$ cat src/rtl/ptm_pkg.sv
// package: register map, field layout and mode codes for the periodic timer
package ptm_pkg;

  // ==========================================================================
  // widths
  localparam int unsigned CNT_W  = 10;
  localparam int unsigned ADDR_W = 6;

  // ==========================================================================
  // register byte addresses (one aligned word each)
  localparam logic [5:0] ADDR_CNT_LO   = 6'h00;
  localparam logic [5:0] ADDR_CNT_HI   = 6'h04;
  localparam logic [5:0] ADDR_CMPA_LO  = 6'h08;
  localparam logic [5:0] ADDR_CMPA_HI  = 6'h0C;
  localparam logic [5:0] ADDR_PER_LO   = 6'h10;
  localparam logic [5:0] ADDR_PER_HI   = 6'h14;
  localparam logic [5:0] ADDR_CTRL0    = 6'h18;
  localparam logic [5:0] ADDR_CTRL1    = 6'h1C;
  localparam logic [5:0] ADDR_STATUS   = 6'h20;

  // ==========================================================================
  // field positions
  localparam int unsigned C0_RUN_BIT   = 3;
  localparam int unsigned C0_PAUSE_BIT = 7;
  localparam int unsigned ST_AF_BIT    = 0;
  localparam int unsigned ST_PF_BIT    = 1;

  // ==========================================================================
  // reset values
  localparam logic [7:0]       CTRL_RST = 8'h00;
  localparam logic [CNT_W-1:0] CNT_ZERO = 10'h000;
  localparam logic [CNT_W-1:0] CNT_ONE  = 10'h001;

  // ==========================================================================
  // axi responses
  localparam logic [1:0] RESP_OKAY   = 2'h0;
  localparam logic [1:0] RESP_SLVERR = 2'h2;

  // ==========================================================================
  // operating modes and output actions
  typedef enum logic [1:0] {
    MODE_COMPARE = 2'h0,
    MODE_CAPTURE = 2'h1,
    MODE_PWM     = 2'h2,
    MODE_TIMER   = 2'h3
  } op_mode_t;

  typedef enum logic [1:0] {
    ACT_NONE_INACT = 2'h0,
    ACT_LOW_ACT    = 2'h1,
    ACT_HIGH_WAVE  = 2'h2,
    ACT_TOGGLE_SP  = 2'h3
  } out_action_t;

  // control register one, msb first
  typedef struct packed {
    op_mode_t    mode;
    out_action_t action;
    logic        output_initial_level;
    logic        output_invert;
    logic        capture_source;
    logic        counter_clear_select;
  } timer_control_one_t;

  // settings passed to the counter core
  typedef struct packed {
    logic                 run_control;
    logic                 counter_pause;
    timer_control_one_t   c1;
    logic [CNT_W-1:0]     compare_a_value;
    logic [CNT_W-1:0]     period_compare_value;
  } timer_cfg_t;

  // events from the counter core
  typedef struct packed {
    logic a_match;
    logic p_match;
    logic run_rise;
  } timer_evt_t;

endpackage

$ cat src/rtl/ptm_top.sv
// module: periodic timer with axi4-lite registers
`timescale 1ns/1ps
// Function
// - counter readable as low and high bytes
// - compare a, ten bits, two bytes, reset zero
// - period compare, ten bits, two bytes
// - high byte bits seven to two read zero
// - two-bit mode field selects operating mode
// - compare mode: clear on p, both flags
// - clear select high: clear on a, a only
// - pin changes only on a match or a run rise
// - a match drives high, low, toggles, or nothing
// - action codes: none, low, high, toggle
// - run rise loads initial level onto pin
// - run rise clears counter, fall holds it
// - timer mode counts like compare, no pin
// - pwm ignores clear select; p period, a duty
// - period zero means 1024 counts
// - pwm raises both flags on matches
// - initial level picks pwm polarity, action forces
// - pwm actions: inactive, active, wave, pulse
// - invert bit inverts pin
// - duty at or above period: full duty
// - counter keeps running while pin forced
module ptm_top (
  input  wire logic        aclk,
  input  wire logic        aresetn,
  input  wire logic [5:0]  s_axi_awaddr,
  input  wire logic        s_axi_awvalid,
  output logic             s_axi_awready,
  input  wire logic [31:0] s_axi_wdata,
  input  wire logic [3:0]  s_axi_wstrb,
  input  wire logic        s_axi_wvalid,
  output logic             s_axi_wready,
  output logic [1:0]       s_axi_bresp,
  output logic             s_axi_bvalid,
  input  wire logic        s_axi_bready,
  input  wire logic [5:0]  s_axi_araddr,
  input  wire logic        s_axi_arvalid,
  output logic             s_axi_arready,
  output logic [31:0]      s_axi_rdata,
  output logic [1:0]       s_axi_rresp,
  output logic             s_axi_rvalid,
  input  wire logic        s_axi_rready,
  output logic             timer_output_pin,
  output logic             timer_output_enable
);

  // ==========================================================================
  // registers
  logic [7:0]                  ctrl0_q;
  ptm_pkg::timer_control_one_t ctrl1_q;
  logic [ptm_pkg::CNT_W-1:0]   cmpa_q;
  logic [ptm_pkg::CNT_W-1:0]   per_q;
  logic                        af_q;
  logic                        pf_q;
  logic [ptm_pkg::CNT_W-1:0]   count;
  ptm_pkg::timer_cfg_t         cfg;
  ptm_pkg::timer_evt_t         evt;

  // ==========================================================================
  // write channel state
  logic [5:0] awaddr_q;
  logic       aw_held_q;
  logic [7:0] wbyte_q;
  logic       wstrb0_q;
  logic       w_held_q;
  logic       wr_go;
  logic       wr_hit;
  logic       st_clr_a;
  logic       st_clr_p;

  function automatic logic known_addr(input logic [5:0] a);
    known_addr = (a == ptm_pkg::ADDR_CNT_LO)  || (a == ptm_pkg::ADDR_CNT_HI)  ||
                 (a == ptm_pkg::ADDR_CMPA_LO) || (a == ptm_pkg::ADDR_CMPA_HI) ||
                 (a == ptm_pkg::ADDR_PER_LO)  || (a == ptm_pkg::ADDR_PER_HI)  ||
                 (a == ptm_pkg::ADDR_CTRL0)   || (a == ptm_pkg::ADDR_CTRL1)   ||
                 (a == ptm_pkg::ADDR_STATUS);
  endfunction

  assign s_axi_awready = !aw_held_q && !s_axi_bvalid;
  assign s_axi_wready  = !w_held_q && !s_axi_bvalid;
  assign wr_go  = aw_held_q && w_held_q && !s_axi_bvalid;
  assign wr_hit = wr_go && wstrb0_q;

  always_ff @(posedge aclk) begin
    if (!aresetn) begin
      aw_held_q <= 1'b0;
      awaddr_q  <= 6'h00;
    end else if (s_axi_awvalid && s_axi_awready) begin
      aw_held_q <= 1'b1;
      awaddr_q  <= s_axi_awaddr;
    end else if (wr_go) begin
      aw_held_q <= 1'b0;
    end
  end

  always_ff @(posedge aclk) begin
    if (!aresetn) begin
      w_held_q <= 1'b0;
      wbyte_q  <= 8'h00;
      wstrb0_q <= 1'b0;
    end else if (s_axi_wvalid && s_axi_wready) begin
      w_held_q <= 1'b1;
      wbyte_q  <= s_axi_wdata[7:0];
      wstrb0_q <= s_axi_wstrb[0];
    end else if (wr_go) begin
      w_held_q <= 1'b0;
    end
  end

  always_ff @(posedge aclk) begin
    if (!aresetn) begin
      s_axi_bvalid <= 1'b0;
      s_axi_bresp  <= ptm_pkg::RESP_OKAY;
    end else if (wr_go) begin
      s_axi_bvalid <= 1'b1;
      s_axi_bresp  <= known_addr(awaddr_q) ? ptm_pkg::RESP_OKAY
                                           : ptm_pkg::RESP_SLVERR;
    end else if (s_axi_bready) begin
      s_axi_bvalid <= 1'b0;
    end
  end

  // ==========================================================================
  // register writes (counter bytes are read only)
  always_ff @(posedge aclk) begin
    if (!aresetn) begin
      ctrl0_q <= ptm_pkg::CTRL_RST;
      ctrl1_q <= ptm_pkg::timer_control_one_t'(ptm_pkg::CTRL_RST);
      cmpa_q  <= ptm_pkg::CNT_ZERO;
      per_q   <= ptm_pkg::CNT_ZERO;
    end else if (wr_hit) begin
      unique case (awaddr_q)
        ptm_pkg::ADDR_CTRL0:   ctrl0_q     <= {wbyte_q[7:3], 3'h0};
        ptm_pkg::ADDR_CTRL1:   ctrl1_q     <= wbyte_q;
        ptm_pkg::ADDR_CMPA_LO: cmpa_q[7:0] <= wbyte_q;
        ptm_pkg::ADDR_CMPA_HI: cmpa_q[9:8] <= wbyte_q[1:0];
        ptm_pkg::ADDR_PER_LO:  per_q[7:0]  <= wbyte_q;
        ptm_pkg::ADDR_PER_HI:  per_q[9:8]  <= wbyte_q[1:0];
        default: ;
      endcase
    end
  end

  // ==========================================================================
  // match flags: write one to clear, a new match wins over the clear
  assign st_clr_a = wr_hit && awaddr_q == ptm_pkg::ADDR_STATUS &&
                    wbyte_q[ptm_pkg::ST_AF_BIT];
  assign st_clr_p = wr_hit && awaddr_q == ptm_pkg::ADDR_STATUS &&
                    wbyte_q[ptm_pkg::ST_PF_BIT];

  always_ff @(posedge aclk) begin
    if (!aresetn)          af_q <= 1'b0;
    else if (evt.a_match)  af_q <= 1'b1;
    else if (st_clr_a)     af_q <= 1'b0;
  end

  always_ff @(posedge aclk) begin
    if (!aresetn)          pf_q <= 1'b0;
    else if (evt.p_match)  pf_q <= 1'b1;
    else if (st_clr_p)     pf_q <= 1'b0;
  end

  // ==========================================================================
  // read channel
  assign s_axi_arready = !s_axi_rvalid;

  always_ff @(posedge aclk) begin
    if (!aresetn) begin
      s_axi_rvalid <= 1'b0;
      s_axi_rdata  <= 32'h0000_0000;
      s_axi_rresp  <= ptm_pkg::RESP_OKAY;
    end else if (s_axi_arvalid && s_axi_arready) begin
      s_axi_rvalid <= 1'b1;
      s_axi_rresp  <= known_addr(s_axi_araddr) ? ptm_pkg::RESP_OKAY
                                               : ptm_pkg::RESP_SLVERR;
      unique case (s_axi_araddr)
        ptm_pkg::ADDR_CNT_LO:  s_axi_rdata <= {24'h0, count[7:0]};
        ptm_pkg::ADDR_CNT_HI:  s_axi_rdata <= {30'h0, count[9:8]};
        ptm_pkg::ADDR_CMPA_LO: s_axi_rdata <= {24'h0, cmpa_q[7:0]};
        ptm_pkg::ADDR_CMPA_HI: s_axi_rdata <= {30'h0, cmpa_q[9:8]};
        ptm_pkg::ADDR_PER_LO:  s_axi_rdata <= {24'h0, per_q[7:0]};
        ptm_pkg::ADDR_PER_HI:  s_axi_rdata <= {30'h0, per_q[9:8]};
        ptm_pkg::ADDR_CTRL0:   s_axi_rdata <= {24'h0, ctrl0_q};
        ptm_pkg::ADDR_CTRL1:   s_axi_rdata <= {24'h0, ctrl1_q};
        ptm_pkg::ADDR_STATUS:  s_axi_rdata <= {30'h0, pf_q, af_q};
        default:               s_axi_rdata <= 32'h0000_0000;
      endcase
    end else if (s_axi_rready) begin
      s_axi_rvalid <= 1'b0;
    end
  end

  // ==========================================================================
  // timer core
  assign cfg.run_control          = ctrl0_q[ptm_pkg::C0_RUN_BIT];
  assign cfg.counter_pause        = ctrl0_q[ptm_pkg::C0_PAUSE_BIT];
  assign cfg.c1                   = ctrl1_q;
  assign cfg.compare_a_value      = cmpa_q;
  assign cfg.period_compare_value = per_q;

  ptm_counter #(
    .W (ptm_pkg::CNT_W)
  ) u_counter (
    .aclk    (aclk),
    .aresetn (aresetn),
    .cfg     (cfg),
    .count_q (count),
    .evt     (evt)
  );

  ptm_output #(
    .W (ptm_pkg::CNT_W)
  ) u_output (
    .aclk                (aclk),
    .aresetn             (aresetn),
    .cfg                 (cfg),
    .count               (count),
    .evt                 (evt),
    .timer_output_pin    (timer_output_pin),
    .timer_output_enable (timer_output_enable)
  );

endmodule // ptm_top

$ cat src/rtl/ptm_counter.sv
// module: 10-bit counter with compare a and period compare
`timescale 1ns/1ps
module ptm_counter #(
  parameter int unsigned W = ptm_pkg::CNT_W
) (
  input  wire logic                aclk,
  input  wire logic                aresetn,
  input  wire ptm_pkg::timer_cfg_t cfg,
  output logic [W-1:0]             count_q,
  output ptm_pkg::timer_evt_t      evt
);

  if (W != ptm_pkg::CNT_W) begin : g_bad_width
    $error("counter width must match package");
  end

  logic         run_q;
  logic [W-1:0] cnt_inc;
  logic         a_eq;
  logic         p_eq;
  logic         clr_on_a;
  logic         active;

  always_ff @(posedge aclk) begin
    if (!aresetn) run_q <= 1'b0;
    else          run_q <= cfg.run_control;
  end

  assign active   = run_q && cfg.run_control && !cfg.counter_pause;
  assign cnt_inc  = count_q + ptm_pkg::CNT_ONE;
  // a compare fires on the edge at which the count would reach its value,
  // so the count runs 0 to value-1 and a value of n gives an n-count period
  assign a_eq     = active && (cnt_inc == cfg.compare_a_value);
  assign p_eq     = active && (cnt_inc == cfg.period_compare_value);
  // pwm ignores the clear select and always uses the period compare
  assign clr_on_a = cfg.c1.counter_clear_select &&
                    (cfg.c1.mode != ptm_pkg::MODE_PWM);

  assign evt.run_rise = cfg.run_control && !run_q;
  assign evt.a_match  = a_eq;
  assign evt.p_match  = p_eq && !clr_on_a;

  // a zero period compare matches on the wrap, giving 1024 counts
  always_ff @(posedge aclk) begin
    if (!aresetn) begin
      count_q <= ptm_pkg::CNT_ZERO;
    end else if (evt.run_rise) begin
      count_q <= ptm_pkg::CNT_ZERO;
    end else if (active) begin
      if ((clr_on_a && a_eq) || (!clr_on_a && p_eq)) begin
        count_q <= ptm_pkg::CNT_ZERO;
      end else begin
        count_q <= cnt_inc;
      end
    end
  end

endmodule // ptm_counter

$ cat src/rtl/ptm_output.sv
// module: timer output pin logic for compare and pwm modes
`timescale 1ns/1ps
module ptm_output #(
  parameter int unsigned W = ptm_pkg::CNT_W
) (
  input  wire logic                aclk,
  input  wire logic                aresetn,
  input  wire ptm_pkg::timer_cfg_t cfg,
  input  wire logic [W-1:0]        count,
  input  wire ptm_pkg::timer_evt_t evt,
  output logic                     timer_output_pin,
  output logic                     timer_output_enable
);

  if (W != ptm_pkg::CNT_W) begin : g_bad_width
    $error("output width must match package");
  end

  logic cmp_q;
  logic pwm_act;
  logic lvl;
  logic pin_d;

  // compare-mode latch: touched only by an a match or a run rise
  always_ff @(posedge aclk) begin
    if (!aresetn) begin
      cmp_q <= 1'b0;
    end else if (evt.run_rise) begin
      cmp_q <= cfg.c1.output_initial_level;
    end else if (evt.a_match && cfg.c1.mode == ptm_pkg::MODE_COMPARE) begin
      unique case (cfg.c1.action)
        ptm_pkg::ACT_NONE_INACT: cmp_q <= cmp_q;
        ptm_pkg::ACT_LOW_ACT:    cmp_q <= 1'b0;
        ptm_pkg::ACT_HIGH_WAVE:  cmp_q <= 1'b1;
        ptm_pkg::ACT_TOGGLE_SP:  cmp_q <= ~cmp_q;
      endcase
    end
  end

  // active while count below duty; duty >= period gives 100 percent
  always_comb begin
    pwm_act = (count < cfg.compare_a_value) ||
              ((cfg.period_compare_value != ptm_pkg::CNT_ZERO) &&
               (cfg.compare_a_value >= cfg.period_compare_value));
    unique case (cfg.c1.action)
      ptm_pkg::ACT_NONE_INACT: lvl = 1'b0;
      ptm_pkg::ACT_LOW_ACT:    lvl = 1'b1;
      ptm_pkg::ACT_HIGH_WAVE:  lvl = pwm_act;
      ptm_pkg::ACT_TOGGLE_SP:  lvl = pwm_act && cfg.run_control;
    endcase
    // active level chosen by the initial-level bit, then inverted
    pin_d = (lvl ~^ cfg.c1.output_initial_level) ^
            cfg.c1.output_invert;
    if (cfg.c1.mode != ptm_pkg::MODE_PWM) begin
      pin_d = cmp_q ^ cfg.c1.output_invert;
    end
  end

  always_ff @(posedge aclk) begin
    if (!aresetn) begin
      timer_output_pin    <= 1'b0;
      timer_output_enable <= 1'b0;
    end else begin
      timer_output_pin    <= pin_d;
      timer_output_enable <= (cfg.c1.mode == ptm_pkg::MODE_COMPARE) ||
                             (cfg.c1.mode == ptm_pkg::MODE_PWM);
    end
  end

endmodule // ptm_output

$ cat config.mk
export PLATFORM = sky130hd
export DESIGN_NAME = ptm_top
export DESIGN_NICKNAME = d
export VERILOG_FILES = /design/src/rtl/ptm_pkg.sv /design/src/rtl/ptm_top.sv /design/src/rtl/ptm_counter.sv /design/src/rtl/ptm_output.sv
export SDC_FILE = /design/constraint.sdc
export NUM_CORES = 1
export LEC_CHECK = 0
export BUFFER_PORTS_ARGS = -buffer_cell sky130_fd_sc_hd__buf_4
export CAP_MARGIN = 20
export CORE_ASPECT_RATIO = 0.7
export CORE_MARGIN = 5
export CORE_UTILIZATION = 30
export CTS_CLUSTER_SIZE = 24
export DETAILED_ROUTE_END_ITERATION = 10
export SLEW_MARGIN = 5
export SYNTH_ARGS = -nofsm -noshare
export SYNTH_HDL_FRONTEND = slang
export SYNTH_SLANG_ARGS = --single-unit
export TNS_END_PERCENT = 5
$ cat constraint.sdc
create_clock -name aclk -period 2.95 [get_ports aclk]
set_clock_uncertainty 0.1 [all_clocks]
set_input_delay 0.295 -clock aclk [delete_from_list [all_inputs] [get_ports aclk]]
set_output_delay 0.295 -clock aclk [all_outputs]
set_load 0.02 [all_outputs]
; ---- Yosys cells after proc, flatten, opt, wreduce, memory -nomap -nowiden
; Cells that the tools add are included.
[word_totals]
regBits = 104
input_bits = 55
elab_cells = 148
[classes]
n_addsub = 1
order_cmp = 2
eq_ne = 24
mux = 20
bitwise_logic = 5
n_reduce_logical = 68
[op_table]
columns = op, n
row1 = $pmux 8 s9, 1
row2 = $eq 6x5->1 const B, 8
row3 = $eq 6x4->1 const B, 4
row4 = $logic_and 1x1->1, 22
row5 = $eq 10x10->1, 2
row6 = $logic_or 1x1->1, 19
row7 = $mux 1, 14
row8 = $reduce_and 2->1, 7
row9 = $reduce_bool 2->1, 7
row10 = $eq 6x3->1 const B, 2
row11 = $eq 6x6->1 const B, 2
row12 = $logic_not 6->1, 2
row13 = $add 10x1->10 const B, 1
row14 = $ge 10x10->1, 1
row15 = $lt 10x10->1, 1
row16 = $mux 10, 1
row17 = $reduce_bool 10->1, 1
row18 = $logic_not 1->1, 7
row19 = $eq 2x2->1 const B, 3
row20 = $logic_not 2->1, 2
row21 = $mux 2, 2
row22 = $ne 2x2->1 const B, 2
row23 = $pmux 1 s4, 1
row24 = $pmux 1 s3, 1
row25 = other kinds (5), 7

; ---- Longest topological paths before layout
[logic_depth]
ltp_word = 10
ltp_mapped = 11

; ---- Cells and area by module
; From an unflattened synthesis, not the netlist that was laid out.
[unflattened]
hier_cells = 603
hier_area_um2 = 5114.9
[modules_own_cells]
columns = mod, instances, cells_each, area_per_inst_um2, seq_area_each_um2
row1 = ptm_top, 1, 354, 3175.5, 1281.2
row2 = ptm_counter, 1, 157, 1243.7, 220.2
row3 = ptm_output, 1, 92, 695.7, 60.1

; ---- Worst setup path before layout
; Ideal clock, no wire load.
[synth_path]
path_type = register to register
from = reg u_counter.count_q[1]
to = reg u_counter.count_q[8]
t_arrival_ns = 2.422
required_ns = 2.730
setup_slack_ns = 0.308
path_stages_with_launch = 11
path_buffers = 2
synth_period_minus_slack_ns = 2.642
path_cell_list = dfxtp_1 ha_1 xor2_1 a2111oi_2 nand4_1 or4_4 a2bb2o_4 buf_6 buf_12 nor3_2 a211o_1
[synth_between]
elab_chain_cells = 6
word_cells_on_any_way = 9
classes_between = 1 x add/sub / 2 x eq/ne / 1 x mux / 5 x reduce/logical
[synth_rtl]
columns = item, line_no
row1 = start: declaration, ptm_counter.sv:9  ; output logic [W-1:0] count_q,
row2 = start signal: assignment, ptm_counter.sv:46  ; count_q <= ptm_pkg::CNT_ZERO;
row3 = start signal: assignment, ptm_counter.sv:48  ; count_q <= ptm_pkg::CNT_ZERO;
row4 = start signal: assignment, ptm_counter.sv:51  ; count_q <= ptm_pkg::CNT_ZERO;
row5 = $add 10x1->10 *, ptm_counter.sv:30  ; assign cnt_inc = count_q + ptm_pkg::CNT_ONE;
row6 = $eq 10x10->1 (on tied branches), "ptm_counter.sv:33, ptm_counter.sv:34"
row7 = $logic_and 1x1->1 (on tied branches), "ptm_counter.sv:33, ptm_counter.sv:34"
row8 = $logic_and 1x1->1, ptm_counter.sv:50  ; if ((clr_on_a && a_eq) || (!clr_on_a && p_eq)) begin
row9 = $logic_or 1x1->1, ptm_counter.sv:50
row10 = $mux 10 *, ptm_counter.sv:50
; Mark *: on every way between the ends. The rest lies on a longest branch, timed or not.
; A chain may end at the register's enable or synchronous reset.

; ---- Worst setup path after layout
[layout_path]
from = reg u_counter.count_q[8]
to = reg u_output.timer_output_pin
[layout_between]
elab_chain_cells = 7
[layout_rtl]
columns = item, line_no
row1 = $lt 10x10->1 *, ptm_output.sv:42  ; pwm_act = (count < cfg.compare_a_value) ||
row2 = $logic_or 1x1->1 *, ptm_output.sv:42
row3 = $logic_and 1x1->1, ptm_output.sv:49  ; ptm_pkg::ACT_TOGGLE_SP: lvl = pwm_act && cfg.run_control;
row4 = $pmux 1 s4 *, ptm_output.sv:45  ; unique case (cfg.c1.action)
row5 = $xnor 1x1->1 *, ptm_output.sv:52  ; pin_d = (lvl ~^ cfg.c1.output_initial_level) ^
row6 = $xor 1x1->1 *, ptm_output.sv:52
row7 = $mux 1 *, ptm_output.sv:54  ; if (cfg.c1.mode != ptm_pkg::MODE_PWM) begin
row8 = end signal: assignment, ptm_output.sv:64  ; timer_output_pin <= pin_d;
row9 = end: declaration, ptm_output.sv:11  ; output logic timer_output_pin,
; Marks and branches as above.

==> flow_summary.yaml <==
power_and_ir_drop:
  p_leak_nw: 2.355
  power.density_nw_per_um2: 444.3
  vdd_drop_max_v: 0.0002481
worst_setup_path:
  r2r-start: "u_counter.count_q[8]"
  crit_type: "register to register"
  path_cells: "ha_1, nand2_1, nor2_1, a2111oi_1, o21ai_0, and4_1, nor3_1, mux2i_1"
  cp_num_buf_inv: 0
  arrival_ns: 2.88
  cp_top_family: "compound AO/OA/AOI/OAI gates"
  cp_slowest_cell: "dfxtp_1"
  cpPeakStageDelay_ns: 0.55
  worstPathRequired_ns: 3.11
  rrSetupSlack_ns: 0.23
  crit_path_start: "u_counter.count_q[8]"
  start_kind: "register"
  critPathMaxFanout: 9
  endpoint_kind: "register"
timing:
  hold_violations: 0
  tightest_slew_ns: 0.6863
  fmax_ghz: 0.3681
  finalSetupViolations: 0
  period_share_pct: 92.09
  slew_viol_final: 0
  whs_ns: 0.03001
  relSlewSlack_pct: 54.05
  rsz0062_at_grt: "false"
  finalSetupTns_ns: 0
  fin_crit_ns: 2.717
  timing.final.ws_setup_ns: 0.2334
floorplan:
  core_area_um2: 15640
  num_rows: 38
  io_pins: 98
  fp.dieW_um: 161.7
  die_height_um: 116.2
  start_util_pct: 30.91
  die_area_um2: 18790
grt:
  grt_pass1_wl_um: 21040
  grt_pass1_vias: 3695
  grt_overflow_total: 0
  gr-usage-all-layers_pct: 14.37
  grt_max_degree: 61
  antenna_found_initial: 0
finish:
  diodes: 0
  nFillCells: 1586
  layout.nets: 693
  drive_above_1_share_pct: 15.14
  stdcell_count: 821
  utilization_pct: 35.83
  regArea_um2: 1562
  area_growth_pct: 15.92
  multiInputGateArea_um2: 2925
clock_tree:
  cts-root-buf: "clkbuf_16"
  ctsHtreeMaxLevel: 3
  worstSkewPairLatency_ns: 0.34
  cts_tree: "yes"
  cts_buffer_depth: 2
  cts_buffers: 9
  postCtsHoldBufs: 0
  cts.sinks: 78
  path_clk_slew_ns: 0.06
synth:
  synth_edf_count: 0
  synth_top_area_share_pct: 32.30
  yosysUniqueCellTypes: 70
  synth_common_cells: "dfxtp_1 (78), nor2_1 (78), nand2_1 (50), mux2i_1 (45), buf_4 (29)"
  yosysWarnings: 0
  syn_avg_cell_area_um2: 8.408
  synth.cell_area_um2: 4835
  synth_top_area_cell: "dfxtp_1"
  synthCells: 575
  ys_seq_elements: 78
  async_reset_ff_share_pct: 0
  ys_seq_area_share_pct: 32.30
  ys.flop_type: "dfxtp_1"
  synthTopCellsByArea: "dfxtp_1 (32%), mux2i_1 (9.3%), nor2_1 (6.1%), ha_1 (5.4%), buf_4 (4.5%)"
min_path:
  hp-start: "s_axi_rready"
  hold_path_class: "primary input to register"
routing:
  wl_met3_um: 1190
  vias_per_cell: 5.057
  routed_wl_um: 13620
  post_drt_wl_per_cell_um: 16.59
  highest_layer: "met4"
  num_vias: 4152
  first_pass_iters: 5
  drt_iter0_drc: 274
  dr_wl_met2_um: 5174
  ant_nets: 0
  wl_met1_um: 7088
  drcViolationCount: 0
place:
  dp_hpwl_um: 10260
  placed_cells: 806
  place_congestion: 0.9063
  io_buffers: 44
  pre_cts_ws_ns: 0.2337
flow_run:
  maxCapViolCount: 0
run_status:
  status: "complete, no violations"
-- flip-flops by register name, summed over array words and instances (netlist names), 5 cells and up --
name               flops
awaddr_q               6
wbyte_q                8
cfg                    8
cmpa_q                10
per_q                 10
u_counter.count_q     10
s_axi_rdata            8
ctrl0_q                5
-- power by group --
group,internal (W),switching [W]
Combinational,0.0000654,0.000116
Sequential,0.00107,0.0000265
Clock,0.000761,0.000446
-- kinds of logic after synthesis --
group | count (synthesis) | share of synthesized area, %
AND/OR/NAND/NOR | 227 | 23.99
other | 1 | 0.07757
buffers and inverters | 79 | 9.161
flip-flops | 78 | 32.30
XOR/XNOR | 19 | 3.727
adder cells (fa/ha/maj) | 21 | 5.435
multiplexers | 50 | 10.48
AO/OA/AOI/OAI | 100 | 14.83
-- per-layer routing --
layer | track usage [%] | vias up
li1 | - | 2060
met1 | 22.27 | 1928
met2 | 18.57 | 147
met3 | 5.009 | 17
met4 | 3.380 | 0
met5 | 0 | -
-- area by class of cell --
type / instances / area share (%)
Sequential cell: 78 / 27.86
Multi-Input combinational cell: 443 / 52.20
Clock inverter: 5 / 1.496
Inverter: 25 / 1.674
Tap cell: 200 / 4.465
Clock buffer: 10 / 4.264
Timing Repair Buffer: 60 / 8.038
-- stage by stage --
| stage | power [W] | area (um2) |
|---|---|---|
| 2_1_floorplan | 0.001260 | 4928 |
| 3_3_place_gp | 0.001305 | 5280 |
| 3_5_place_dp | 0.001305 | 5280 |
| 4_1_cts | 0.002517 | 5603 |
| 5_1_grt | 0.002585 | 5604 |
| 6_report | 0.002490 | 5604 |
-- placed cells by master, fill, tap and decap left out, drive strengths merged, types with 3 or more instances in the layout --
master	netlist	layout
and3	6	6
inv	24	24
nor3	13	13
nand2	50	50
clkbuf	17	10
conb	1	26
nor2b	11	11
a21o	3	3
and2	10	10
o2111ai	3	3
mux2	5	5
nor2	78	78
a221o	5	5
xnor2	13	13
nand3	9	9
nand2b	13	13
o311ai	6	6
o21ai	8	8
ha	21	21
o21a	5	5
nand3b	5	5
dfxtp	78	78
a31oi	5	5
a22oi	10	10
o22ai	3	3
or4	6	6
mux2i	45	45
a21oi	28	28
a2111oi	3	3
nor4	7	7
a211oi	3	3
nor3b	3	3
buf	37	60
a22o	5	5
or3	3	3
xor2	5	5
nand4	4	4
and4	5	5
-- worst paths after layout --
path         depth (start not counted)                   endpoint
max reg2reg                          8  u_output.timer_output_pin
max                                  8  u_output.timer_output_pin
min reg2reg                          2             s_axi_rdata[0]
min                                  2               s_axi_rvalid
-- repair_timing --
item | 4_1_cts | 5_1_grt
setup buffers | 0 | 0
resized for setup | 0 | 1
endpoints found under the setup margin | 0 | 1
hold endpoints to repair | 0 | 0
No activity file was read; power rests on OpenSTA's default activity.
